**config.mk**
```make
export PLATFORM = sky130hd
export DESIGN_NAME = led_sink_serial_control
export DESIGN_NICKNAME = d
export VERILOG_FILES = /design/src/design/led_sink_pkg.sv /design/src/design/led_sink_serial_control.sv /design/src/design/chan_delay.sv
export VERILOG_INCLUDE_DIRS = /design/src /design/src/design
export SDC_FILE = /design/constraint.sdc
export NUM_CORES = 1
export LEC_CHECK = 0
export ABC_AREA = 1
export BUFFER_PORTS_ARGS = -buffer_cell sky130_fd_sc_hd__buf_2
export CAP_MARGIN = 5
export CORE_AREA = 4 4 174 176
export DETAILED_ROUTE_END_ITERATION = 10
export DIE_AREA = 0 0 178 180
export GPL_TIMING_DRIVEN = 0
export PLACE_DENSITY = 0.84
export SKIP_LAST_GASP = 1
export SYNTH_ARGS = -nofsm -noshare
export SYNTH_HDL_FRONTEND = slang
export SYNTH_SLANG_ARGS = --single-unit
```
**constraint.sdc**
```tcl
create_clock -name clk_sys_i -period 1.6 [get_ports clk_sys_i]
set_clock_uncertainty 0.1 [all_clocks]
set_input_delay 0 -clock clk_sys_i [delete_from_list [all_inputs] [get_ports clk_sys_i]]
set_output_delay 0 -clock clk_sys_i [all_outputs]
set_load 0.1 [all_outputs]
```
**src/design/led_sink_defs.svh**
```systemverilog
`ifndef LED_SINK_DEFS_SVH
`define LED_SINK_DEFS_SVH

// Channel count, correction word width and packet lengths.
`define LS_CHANNELS 16
`define LS_CORR_W 7
`define LS_CORR_BITS 112
`define LS_ONOFF_BITS 16
// Channel-to-channel switching step in ns, and the system clock period in ns.
`define LS_STEP_NS 20
`define LS_CLK_NS 10
// Cycles per step: the 20 ns step rounds down to whole 10 ns cycles, at least one.
`define LS_STEP_CYC ((`LS_STEP_NS / `LS_CLK_NS) < 1 ? 1 : (`LS_STEP_NS / `LS_CLK_NS))
`define LS_STEP_CW 4
`define LS_CORR_FULL 7'h7f
// Pin synchroniser reset value: the blank stage (bit 5) starts asserted.
`define LS_PIN_RST 7'h20

`endif

```
**src/design/led_sink_pkg.sv**
```systemverilog
package led_sink_pkg;
  typedef enum logic [1:0] {PH_BLANKED, PH_RUN, PH_DRAIN} phase_e;
  typedef logic [6:0] corr_t;
endpackage

```
**src/design/led_sink_serial_control.sv**
```systemverilog
`timescale 1ns/100ps
`include "led_sink_defs.svh"

// Notes on behaviour
// - Blank high forces every output to precharge.
// - Mode pin selects on/off or correction logic.
// - Shift clock rise shifts serial_in into selected register.
// - Error output pulls low on open LED or overtemp.
// - Mode low: latch rise copies on/off register.
// - Mode high: correction transparent while latch high.
// - Correction shift register is 112 bits.
// - Correction packet MSB first, channel 15 first.
// - Correction value scales current linearly, 127 full.
// - Latching works regardless of blank.
// - On/off shift register is 16 bits, MSB first.
// - Blank rise: staggered turn-off, then precharge on.
// - Blank fall: precharge off, sinks follow on/off bits.
// - Channel n delayed n times 20 ns.
// - Pending channels keep their own delayed times.
// - Precharge turns on after the CHANNELS+1 step drain, with all channels off.
// - Precharge turns off right after blank falls.
// - Serial out shows far end of active register.
// - Open LED needs blank low, bit set, low voltage.
// - Mode low: latch rise captures open-LED status.
// - Blank high masks open-LED from error output.
module led_sink_serial_control #(
  parameter int CHANNELS = `LS_CHANNELS,
  parameter int CORR_W = `LS_CORR_W
) (
  input wire logic clk_sys_i,
  input wire logic rstn_i,
  input wire logic shift_clock_i,
  input wire logic serial_in_i,
  input wire logic latch_strobe_i,
  input wire logic mode_i,
  input wire logic output_blank_i,
  input wire logic overtemp_i,
  input wire logic [CHANNELS-1:0] out_low_i,
  output logic serial_out_o,
  output logic [CHANNELS-1:0] sink_on_o,
  output logic precharge_on_o,
  output logic [CHANNELS*CORR_W-1:0] channel_correction_value_o,
  output logic error_flag_n_o,
  output logic error_flag_n_oe_o,
  output logic [CHANNELS-1:0] open_led_flag_o,
  output logic overtemp_flag_o
);
  localparam int CBITS = CHANNELS * CORR_W;

  // Every pin passes two flip-flops; only the second stage is read.
  logic [6:0] pin_s1_r;
  logic [6:0] pin_s2_r;
  logic [CHANNELS-1:0] low_s1_r;
  logic [CHANNELS-1:0] low_s2_r;
  always_ff @(posedge clk_sys_i)
  begin
    if (!rstn_i)
    begin
      // Blank leaves reset asserted, so releasing reset never looks like an unblank.
      pin_s1_r <= `LS_PIN_RST;
      pin_s2_r <= `LS_PIN_RST;
      low_s1_r <= '0;
      low_s2_r <= '0;
    end
    else
    begin
      pin_s1_r <= {overtemp_i, output_blank_i, mode_i, latch_strobe_i, serial_in_i,
                   shift_clock_i, 1'b0};
      pin_s2_r <= pin_s1_r;
      low_s1_r <= out_low_i;
      low_s2_r <= low_s1_r;
    end
  end

  logic sclk_s;
  logic sin_s;
  logic lat_s;
  logic mode_s;
  logic blank_s;
  logic ot_s;
  assign sclk_s = pin_s2_r[1];
  assign sin_s = pin_s2_r[2];
  assign lat_s = pin_s2_r[3];
  assign mode_s = pin_s2_r[4];
  assign blank_s = pin_s2_r[5];
  assign ot_s = pin_s2_r[6];

  logic sclk_d_r;
  logic lat_d_r;
  always_ff @(posedge clk_sys_i)
  begin
    if (!rstn_i)
    begin
      sclk_d_r <= 1'b0;
      lat_d_r <= 1'b0;
    end
    else
    begin
      sclk_d_r <= sclk_s;
      lat_d_r <= lat_s;
    end
  end

  logic sclk_rise;
  logic lat_rise;
  assign sclk_rise = sclk_s & ~sclk_d_r;
  assign lat_rise = lat_s & ~lat_d_r;

  // Shift registers; mode steers clock and data to one of them.
  logic [CBITS-1:0] corr_shift_r;
  logic [CHANNELS-1:0] onoff_shift_r;
  logic [CHANNELS-1:0] open_latch_r;

  always_ff @(posedge clk_sys_i)
  begin
    if (!rstn_i)
      corr_shift_r <= '0;
    else if (mode_s && sclk_rise && !lat_s)
      corr_shift_r <= {corr_shift_r[CBITS-2:0], sin_s};
  end

  // While the strobe is high in on/off mode, from the cycle after its rise, the open-LED latch holds the
  // register in set/reset, which outranks shifting.
  always_ff @(posedge clk_sys_i)
  begin
    if (!rstn_i)
      onoff_shift_r <= '0;
    else if (!mode_s && lat_s && !lat_rise)
      onoff_shift_r <= open_latch_r;
    else if (!mode_s && sclk_rise && !lat_s)
      onoff_shift_r <= {onoff_shift_r[CHANNELS-2:0], sin_s};
  end

  assign serial_out_o = mode_s ? corr_shift_r[CBITS-1] : onoff_shift_r[CHANNELS-1];

  // Output registers accept data whatever the blank level.
  logic [CHANNELS-1:0] onoff_r;
  always_ff @(posedge clk_sys_i)
  begin
    if (!rstn_i)
      onoff_r <= '0;
    else if (!mode_s && lat_rise)
      onoff_r <= onoff_shift_r;
  end

  always_ff @(posedge clk_sys_i)
  begin
    if (!rstn_i)
      channel_correction_value_o <= '0;
    else if (mode_s && lat_s)
      channel_correction_value_o <= corr_shift_r;
  end
  // Correction words feed the analog DAC: zero is off, full code is full scale.

  // Open-LED detection and its snapshot.
  always_ff @(posedge clk_sys_i)
  begin
    if (!rstn_i)
      open_led_flag_o <= '0;
    else
      open_led_flag_o <= blank_s ? '0 : (onoff_r & low_s2_r);
  end

  always_ff @(posedge clk_sys_i)
  begin
    if (!rstn_i)
      open_latch_r <= '0;
    else if (!mode_s && lat_rise)
      open_latch_r <= open_led_flag_o;
  end

  always_ff @(posedge clk_sys_i)
  begin
    if (!rstn_i)
      overtemp_flag_o <= 1'b0;
    else
      overtemp_flag_o <= ot_s;
  end

  // Open drain: the pin is only ever driven low.
  assign error_flag_n_o = 1'b0;
  assign error_flag_n_oe_o = overtemp_flag_o | (|open_led_flag_o);

  // Step divider gives the 20 ns delay base.
  logic [`LS_STEP_CW-1:0] step_cnt_r;
  logic step_en;
  assign step_en = (step_cnt_r == `LS_STEP_CW'(`LS_STEP_CYC - 1));
  always_ff @(posedge clk_sys_i)
  begin
    if (!rstn_i)
      step_cnt_r <= '0;
    else if (step_en)
      step_cnt_r <= '0;
    else
      step_cnt_r <= step_cnt_r + `LS_STEP_CW'(1);
  end

  // Requests enter the delay lines; each channel lags by its index.
  logic [CHANNELS-1:0] req;
  assign req = blank_s ? '0 : onoff_r;
  genvar g;
  generate
    for (g = 0; g < CHANNELS; g++)
    begin : g_ch
      chan_delay #(.DEPTH(g)) u_dly (
        .clk_sys_i(clk_sys_i),
        .rstn_i(rstn_i),
        .step_i(step_en),
        .req_i(req[g]),
        .sink_o(sink_on_o[g])
      );
    end
  endgenerate

  logic pending_r;

  // Precharge phase machine.
  led_sink_pkg::phase_e phase_r;
  always_ff @(posedge clk_sys_i)
  begin
    if (!rstn_i)
      phase_r <= led_sink_pkg::PH_BLANKED;
    else
      unique case (phase_r)
        led_sink_pkg::PH_BLANKED:
          if (!blank_s)
            phase_r <= led_sink_pkg::PH_RUN;
        led_sink_pkg::PH_RUN:
          if (blank_s)
            phase_r <= led_sink_pkg::PH_DRAIN;
        led_sink_pkg::PH_DRAIN:
          if (!blank_s)
            phase_r <= led_sink_pkg::PH_RUN;
          else if (sink_on_o == '0 && req == '0 && pending_r == 1'b0)
            phase_r <= led_sink_pkg::PH_BLANKED;
      endcase
  end

  // Drain waits CHANNELS+1 steps, two more than the longest line, so that late turn-ons finish first.
  logic [`LS_STEP_CW+3:0] drain_cnt_r;
  always_ff @(posedge clk_sys_i)
  begin
    if (!rstn_i)
      drain_cnt_r <= '0;
    else if (phase_r != led_sink_pkg::PH_DRAIN)
      drain_cnt_r <= '0;
    else if (pending_r)
      drain_cnt_r <= drain_cnt_r + 1'b1;
  end
  always_comb
  begin
    pending_r = (drain_cnt_r < (`LS_STEP_CW+4)'((CHANNELS + 1) * `LS_STEP_CYC));
  end

  assign precharge_on_o = (phase_r == led_sink_pkg::PH_BLANKED);

  property p_blank_force;
    @(posedge clk_sys_i) disable iff (!rstn_i)
      blank_s [*8] |-> ##[0:400] (precharge_on_o && sink_on_o == '0);
  endproperty
  a_blank_force: assert property (p_blank_force) else $error("blank did not force precharge");

  property p_onoff_latch;
    @(posedge clk_sys_i) disable iff (!rstn_i)
      (!mode_s && lat_rise) |=> onoff_r == $past(onoff_shift_r);
  endproperty
  a_onoff_latch: assert property (p_onoff_latch) else $error("on/off not latched");

  property p_corr_hold;
    @(posedge clk_sys_i) disable iff (!rstn_i)
      (!lat_s && !$past(lat_s)) |=> $stable(channel_correction_value_o);
  endproperty
  a_corr_hold: assert property (p_corr_hold) else $error("correction changed");

  property p_shift;
    @(posedge clk_sys_i) disable iff (!rstn_i)
      (mode_s && sclk_rise && !lat_s) |=> corr_shift_r[0] == $past(sin_s);
  endproperty
  a_shift: assert property (p_shift) else $error("bit not shifted");

  property p_err;
    @(posedge clk_sys_i) disable iff (!rstn_i)
      (ot_s) |-> ##1 error_flag_n_oe_o;
  endproperty
  a_err: assert property (p_err) else $error("overtemp not reported");

  property p_mask;
    @(posedge clk_sys_i) disable iff (!rstn_i)
      blank_s |=> open_led_flag_o == '0;
  endproperty
  a_mask: assert property (p_mask) else $error("open LED not masked");

  property p_ch0;
    @(posedge clk_sys_i) disable iff (!rstn_i)
      $rose(req[0]) |=> sink_on_o[0];
  endproperty
  a_ch0: assert property (p_ch0) else $error("channel 0 delayed");

  property p_pre_off;
    @(posedge clk_sys_i) disable iff (!rstn_i)
      (precharge_on_o && !blank_s) |=> !precharge_on_o;
  endproperty
  a_pre_off: assert property (p_pre_off) else $error("precharge stayed on");

  property p_pre_last;
    @(posedge clk_sys_i) disable iff (!rstn_i)
      $rose(precharge_on_o) |-> sink_on_o == '0;
  endproperty
  a_pre_last: assert property (p_pre_last) else $error("precharge with sink on");

  property p_serial_out;
    @(posedge clk_sys_i) disable iff (!rstn_i)
      !mode_s |-> serial_out_o == onoff_shift_r[CHANNELS-1];
  endproperty
  a_serial_out: assert property (p_serial_out) else $error("serial out wrong");

  property p_serial_out_corr;
    @(posedge clk_sys_i) disable iff (!rstn_i)
      mode_s |-> serial_out_o == corr_shift_r[CBITS-1];
  endproperty
  a_serial_out_corr: assert property (p_serial_out_corr) else $error("serial out not correction");

  property p_onoff_shift;
    @(posedge clk_sys_i) disable iff (!rstn_i)
      (!mode_s && sclk_rise && !lat_s) |=> onoff_shift_r[0] == $past(sin_s);
  endproperty
  a_onoff_shift: assert property (p_onoff_shift) else $error("on/off not shifted");

  property p_corr_transp;
    @(posedge clk_sys_i) disable iff (!rstn_i)
      (mode_s && lat_s) |=> channel_correction_value_o == $past(corr_shift_r);
  endproperty
  a_corr_transp: assert property (p_corr_transp) else $error("correction not loaded");

  property p_lod_snap;
    @(posedge clk_sys_i) disable iff (!rstn_i)
      (!mode_s && lat_rise) |=> open_latch_r == $past(open_led_flag_o);
  endproperty
  a_lod_snap: assert property (p_lod_snap) else $error("open-LED not captured");

  property p_lod_load;
    @(posedge clk_sys_i) disable iff (!rstn_i)
      (!mode_s && lat_s && $past(lat_s)) |=> onoff_shift_r == $past(open_latch_r);
  endproperty
  a_lod_load: assert property (p_lod_load) else $error("open-LED not loaded");

  property p_lod_live;
    @(posedge clk_sys_i) disable iff (!rstn_i)
      !blank_s |=> open_led_flag_o == ($past(onoff_r) & $past(low_s2_r));
  endproperty
  a_lod_live: assert property (p_lod_live) else $error("open-LED flag wrong");
endmodule

```
**src/design/chan_delay.sv**
```systemverilog
`timescale 1ns/100ps
`include "led_sink_defs.svh"

// One channel's switching delay: the sink follows the request after
// a fixed number of steps, for both edges.
module chan_delay #(
  parameter int DEPTH = 0
) (
  input wire logic clk_sys_i,
  input wire logic rstn_i,
  input wire logic step_i,
  input wire logic req_i,
  output logic sink_o
);
  generate
    if (DEPTH == 0)
    begin : g_none
      always_ff @(posedge clk_sys_i)
      begin
        if (!rstn_i)
          sink_o <= 1'b0;
        else
          sink_o <= req_i;
      end
    end
    else
    begin : g_line
      logic [DEPTH-1:0] line_r;
      logic [DEPTH:0] tap;
      // The request enters at the bottom tap, so a single stage needs no special case.
      assign tap = {line_r, req_i};
      always_ff @(posedge clk_sys_i)
      begin
        if (!rstn_i)
          line_r <= '0;
        else if (step_i)
          line_r <= tap[DEPTH-1:0];
      end
      always_ff @(posedge clk_sys_i)
      begin
        if (!rstn_i)
          sink_o <= 1'b0;
        else
          sink_o <= line_r[DEPTH-1];
      end
    end
  endgenerate
endmodule

```
Word-level counts from Yosys, hierarchy flattened

Cells that the tools add are included.

Register bits after elaboration: 487
Input bits: 24
Word-level logic and storage cells: 97
Output and inout port bits: 149

Multiplexer cells: 9
Reductions and logical operators: 22
Add/sub/neg operators: 2
Equal/unequal tests: 7
$lt $le $gt $ge: 1
Bitwise logic cells: 8

Operators by type and width:

| operator                                                    | count |
|---|---|
| two-way mux 16 bit                                          | 3 |
| logical NOT 16 bit                                          | 2 |
| bitwise AND 16 bit                                          | 1 |
| OR reduction 16 bit                                         | 1 |
| logical AND 1 bit                                           | 10 |
| adder 8 x 1 -> 8 bit (second input constant)                | 1 |
| less-than comparator 8 x 6 -> 1 bit (second input constant) | 1 |
| two-way mux 2 bit                                           | 4 |
| inequality test 2 bit (second input constant)               | 3 |
| one-hot mux 2 bit (3 select lines)                          | 1 |
| OR reduction 2 bit                                          | 3 |
| adder 4 x 1 -> 4 bit (second input constant)                | 1 |
| equality test 4 x 1 -> 1 bit (second input constant)        | 1 |
| inverter 1 bit                                              | 4 |
| logical NOT 1 bit                                           | 3 |
| inequality test 3 bit (second input constant)               | 1 |
| AND reduction 3 bit                                         | 1 |
| bitwise AND 1 bit                                           | 2 |
| equality test 2 x 1 -> 1 bit (second input constant)        | 1 |
| equality test 2 bit (second input constant)                 | 1 |
| logical NOT 2 bit                                           | 1 |
| nonzero test 2 bit                                          | 1 |
| two-way mux 1 bit                                           | 1 |
| OR 1 bit                                                    | 1 |

Logic depth before layout (Yosys ltp)

Word-level depth: 7
Mapped depth: 8

Modules after synthesis

From an unflattened synthesis, not the netlist that was laid out.

Cells, all modules: 2243
Area total of the unflattened synthesis: 17610.6 µm²

Modules (own cells, without submodules):

| module                       | sequential area each (µm²) | instances | cells an instance | area each (µm²) |
|---|---|---|---|---|
| led_sink_serial_control      | 6986.7                     | 1         | 1442              | 12002.8 |
| chan_delay at g_ch[15].u_dly | 320.3                      | 1         | 98                | 674.4 |
| chan_delay at g_ch[14].u_dly | 300.3                      | 1         | 91                | 618.1 |
| chan_delay at g_ch[13].u_dly | 280.3                      | 1         | 85                | 575.6 |
| chan_delay at g_ch[12].u_dly | 260.2                      | 1         | 78                | 520.5 |
| chan_delay at g_ch[11].u_dly | 240.2                      | 1         | 72                | 481.7 |
| chan_delay at g_ch[9].u_dly  | 200.2                      | 1         | 60                | 473.0 |
| chan_delay at g_ch[10].u_dly | 220.2                      | 1         | 66                | 457.9 |
| chan_delay at g_ch[8].u_dly  | 180.2                      | 1         | 54                | 425.4 |
| chan_delay at g_ch[7].u_dly  | 160.2                      | 1         | 47                | 315.3 |
| chan_delay at g_ch[6].u_dly  | 140.1                      | 1         | 40                | 281.5 |
| chan_delay at g_ch[5].u_dly  | 120.1                      | 1         | 34                | 245.2 |
| chan_delay at g_ch[4].u_dly  | 100.1                      | 1         | 28                | 193.9 |
| chan_delay at g_ch[3].u_dly  | 80.1                       | 1         | 21                | 143.9 |
| 3 more rows                  | -                          | -         | -                 | - |

Least setup slack after synthesis

No wires, ideal clock.

Path type: flip-flop to output port
From: register pin_s2_r[4]
To: output serial_out_o
Stages on the path, launching flop included: 3
Setup slack: -1037 ps
Required time: 1500 ps
Arrival time: 2537 ps
Cells stage by stage: dfxtp_1 > inv_2 > o21ai_0

Cells in the longest elaborated chain, start to end: 1

Ends and longest elaborated chain:

| element                | RTL line                       | RTL |
|---|---|---|
| from (decl)            | led_sink_serial_control.sv:52  | `logic [6:0] pin_s2_r;` |
| from (signal assigned) | led_sink_serial_control.sv:61  | `` pin_s2_r <= `LS_PIN_RST; `` |
| from (signal assigned) | led_sink_serial_control.sv:69  | `pin_s2_r <= pin_s1_r;` |
| two-way mux 1 bit      | led_sink_serial_control.sv:134 | `assign serial_out_o = mode_s ? corr_shift_r[CBITS-1] : onoff_shift_r[CHANNELS-1];` |
| to (decl)              | led_sink_serial_control.sv:39  | `output logic serial_out_o,` |

Every way passes these cells.

Worst setup path in the final report

From: register open_led_flag_o[9]
To: output error_flag_n_oe_o

Cells in the longest elaborated chain, start to end: 2

Ends and longest elaborated chain:

| element                | RTL line                       | RTL |
|---|---|---|
| from (decl)            | led_sink_serial_control.sv:45  | `output logic [CHANNELS-1:0] open_led_flag_o,` |
| from (signal assigned) | led_sink_serial_control.sv:161 | `open_led_flag_o <= blank_s ? '0 : (onoff_r & low_s2_r);` |
| OR reduction 16 bit    | led_sink_serial_control.sv:182 | `assign error_flag_n_oe_o = overtemp_flag_o \| (\|open_led_flag_o);` |
| OR 1 bit               | led_sink_serial_control.sv:182 |  |
| to (decl)              | led_sink_serial_control.sv:44  | `output logic error_flag_n_oe_o,` |

Every way passes these cells.

==> flow_summary_export.csv <==
group,metric,value,unit
outcome,run_status,"complete, but fails checks",
outcome,violations,"setup timing",
timing,tightest_slew,0.6303,ns
critical_path,critical-path-top-delay-family,"simple AND/OR/NAND/NOR gates",
synthesis,ys_seq_area_share,58.63,%
clocking,numClockSinks,485,
timing,max_clock_freq,0.6106,GHz
clocking,cts_tree,"done",
floorplan,core,28630,um^2
hold_path,hold_path.class,"in -> reg",
drt,drc_errors,0,
global_routing,grt_pass1_wl,68.70,mm
timing,slew_viol_final,0,
critical_path,worstSetupPathType,"reg -> out",
synthesis,syn_nets,2032,
timing,max_slew_margin,57.98,%
hold_path,hold_depth,4,
global_routing,grt_pass1_vias,13800,
placed_design,hpwl,28.77,mm
timing,rsz0062_at_grt,"yes",
clocking,clk_pin_slew,0.06,ns
global_routing,grt_max_degree,16,
layout,fillers,2073,
drt,routedWlPerCell,16.00,um
critical_path,worstReg2RegEnd,"corr_shift_r[37]$_SDFFE_PN0P_",
drt,drt_iter0_markers,1213,
placed_design,numPlacedInstances,2559,
synthesis,synth_top_cell_area_share,58.63,%
placed_design,gp_congestion,0.9112,
floorplan,io_pins,173,
critical_path,cpMaxStageDelayCell,"dfxtp_4",
synthesis,synth_area_leaders,"dfxtp_1, o21ai_0, a21oi_1",
floorplan,die_h,180,um
critical_path,r2r-start,"pin_s2_r[3]$_SDFF_PN0_",
power,powerDensity,1345,nW/um^2
layout,layout.nets,2278,
drt,num_vias,14330,
synthesis,syn_area_per_cell,8.260,um^2
timing,final-hold-violation-count,0,
synthesis,synth-warning-count,0,
layout,multi_input_area,5398,um^2
critical_path,crit_path_max_incr_delay,0.35,ns
clocking,cts-root-buf,"clkbuf_16",
critical_path,cp-end-kind,"output port",
critical_path,cp_data_arrival_time,1.54,ns
synthesis,postSynthCellCount,2005,
synthesis,synth_area,16560,um^2
drt,drtPass1Iterations,7,
critical_path,crit_chain,"nor4_2 > nand4_1 > buf_8",
drt,wl,42.86,mm
power,power,26.94,mW
synthesis,synth_top_cell_by_area,"dfxtp_1",
placed_design,portBuffers,170,
timing,postLayoutSetupSlackWorst,-0.03767,ns
drt,viasPerCell,5.350,
layout,syn_to_final_growth,20.97,%
layout,seq_area,9761,um^2
hold_path,hp-start,"latch_strobe_i",
layout,drive_gt1_share,17.23,%
global_routing,antenna_found_initial,7,
global_routing,grtUsageTotal,25.88,%
floorplan,num_rows,62,
critical_path,rr_worst_depth,6,
floorplan,initial_core_util,57.85,%
power,leakagePower,8.574,nW
timing,period_needed,1.638,ns
timing,finalSetupViolations,1,
critical_path,cp_max_fo,3,
synthesis,ys_ff_latch,485,
layout,fin_cells,2678,
critical_path,reg2reg_setup_slack,0.03,ns
power,peakVddDrop,0.8831,mV
floorplan,dieWidth,178,um
synthesis,synth_cell_types,31,
critical_path,crit_buf_inv,1,
critical_path,worst_ep_required_time,1.50,ns
job,drv_cap,0,
drt,antenna_left,0,
hold_path,min_to,"pin_s1_r[3]$_SDFF_PN0_",
clocking,htree_levels,2,
global_routing,grt-ovfl-total,0,
critical_path,worstSetupStartpointType,"flip-flop",
clocking,cts_buffers,45,
clocking,insertion_delay,0.56,ns
clocking,cts_buffer_depth,3,
timing,finalCritPeriodShare,102.4,%
floorplan,dieArea,32040,um^2
-- through the flow --
step                hold slack [ns]  util, %   TNS, ns  cell area (um^2)  setup slack, ns
finish                      0.09816    69.98  -0.03767             20030         -0.03767
global route                 0.1013    69.96   -0.5114             20030         -0.06323
CTS                         0.04007    69.57  -0.03609             19920         -0.03175
detailed placement          0.08792    62.68    -25.39             17940          -0.2609
global placement            0.08860    62.68    -13.06             17940          -0.1156
floorplan                 -0.002369        -   -0.4379             16610          -0.2767
-- cell usage in the layout (no fill, tap or decap), types with 2 or more instances in the layout --
master           n
a21oi_2          5
ha_1             2
nor4_2           2
diode_2          7
dfxtp_4         10
nor2_1         261
clkinv_2         8
bufinv_16        5
buf_6            8
dlygate4sd3_1   24
dfxtp_2         11
inv_1          220
buf_2          203
clkinv_8         2
or2_2            3
nand4_1          2
clkbuf_2        23
a21oi_1        293
buf_1            2
nand3_4          2
clkbuf_8        11
nor2_4           2
nand3_2          2
clkbuf_4         6
clkbuf_16       45
buf_4           29
clkinv_4         3
o21ai_0        354
nand2_1        130
o21ai_1         34
nand3_1         27
o22ai_1          2
clkbuf_1        69
nand3b_1         2
dfxtp_1        464
o21ai_2          4
-- state kept, by name, summed over array words and instances, names as in the netlist, 6 cells and up --
| signal | flops |
|---|---|
| open_led_flag_o | 16 |
| pin_s2_r | 6 |
| channel_correction_value_o | 112 |
| g_ch.u_dly.g_line.line_r | 120 |
| onoff_shift_r | 16 |
| onoff_r | 16 |
| pin_s1_r | 6 |
| corr_shift_r | 112 |
| low_s2_r | 16 |
| drain_cnt_r | 8 |
| g_ch.u_dly.sink_o | 16 |
| low_s1_r | 16 |
| open_latch_r | 16 |
-- final cells by class --
| cell class | instances | share of cell area, % |
|---|---|---|
| Timing Repair Buffer | 199 | 5.727 |
| Antenna cell | 7 | 0.08744 |
| Tap cell | 384 | 2.398 |
| Inverter | 223 | 4.216 |
| Buffer | 157 | 4.116 |
| Sequential cell | 485 | 48.72 |
| Clock buffer | 65 | 6.545 |
| Multi-Input combinational cell | 1140 | 26.94 |
| Clock inverter | 18 | 1.243 |
-- cells in the mapped netlist --
master	instances
a211oi_1	1
clkbuf_1	85
nand3_1	27
a21oi_1	298
ha_1	3
conb_1	1
nand4_1	2
inv_1	220
inv_2	3
nand2_1	131
clkbuf_2	5
buf_2	47
o22ai_1	2
buf_6	1
nor3_1	1
buf_4	17
nor4_1	2
xnor2_1	1
nand3b_1	2
buf_1	2
nand2_2	1
xor2_1	1
dfxtp_1	485
nand3_2	4
o21ai_0	393
or2_2	3
o21bai_1	1
nor2_2	1
o21a_1	1
and3_1	1
nor2_1	263
-- power breakdown --
part           internal, mW  total, mW  switching [mW]
registers              12.8       13.1           0.354
clock network          6.54       11.1            4.58
logic                 0.836       2.71            1.87
-- cell families after synthesis --
kind of cell,Yosys count,share of synthesized area (%)
AOI/OAI and AO/OA,696,21.09
xor gates and xnor gates,2,0.1058
adders and majority gates,3,0.2267
buffers and inverters,380,9.436
DFF,485,58.63
other,1,0.02264
and+or+nand+nor,438,10.49
-- worst reg2reg max path: stages (launching register included) --
cell,delay (ns)
dfxtp_2,0.36
nor2_4,0.15
nand3_4,0.15
buf_6,0.20
clkbuf_2,0.20
o21ai_0,0.22
a21oi_1,0.07
-- layer usage --
metal / track usage (%) / up-vias / part of all wire (%)
li1: - / 6976 / -
met1: 32.59 / 6656 / 41
met2: 42.60 / 563 / 47
met3: 7.269 / 127 / 9.1
met4: 9.097 / 4 / 3.4
met5: 0 / - / 0.049
-- how the worst max path moves through the flow --
stage | startpoint | end | slack (ns) | depth (start not counted)
floorplan | pin_s2_r[4]$_SDFF_PN0_ | serial_out_o | -0.28 | 2
global placement | step_cnt_r[0]$_SDFF_PP0_ | g_ch[11].u_dly.g_line.line_r[0]$_SDFFE_PN0P_ | -0.12 | 6
detailed placement | step_cnt_r[0]$_SDFF_PP0_ | g_ch[14].u_dly.g_line.line_r[1]$_SDFFE_PN0P_ | -0.26 | 6
CTS | open_led_flag_o[5]$_SDFF_PP0_ | error_flag_n_oe_o | -0.03 | 3
global route | open_led_flag_o[9]$_SDFF_PP0_ | error_flag_n_oe_o | -0.06 | 3
finish | open_led_flag_o[9]$_SDFF_PP0_ | error_flag_n_oe_o | -0.04 | 3
-- what timing repair did --
item	in CTS	in global routing
setup buffers	5	0
hold buffers	23	1
pin swaps	4	2
endpoints found under the setup margin	319	223
resized for setup	56	87
hold endpoints to repair	50	1
Power figures use the tool's default switching activity.
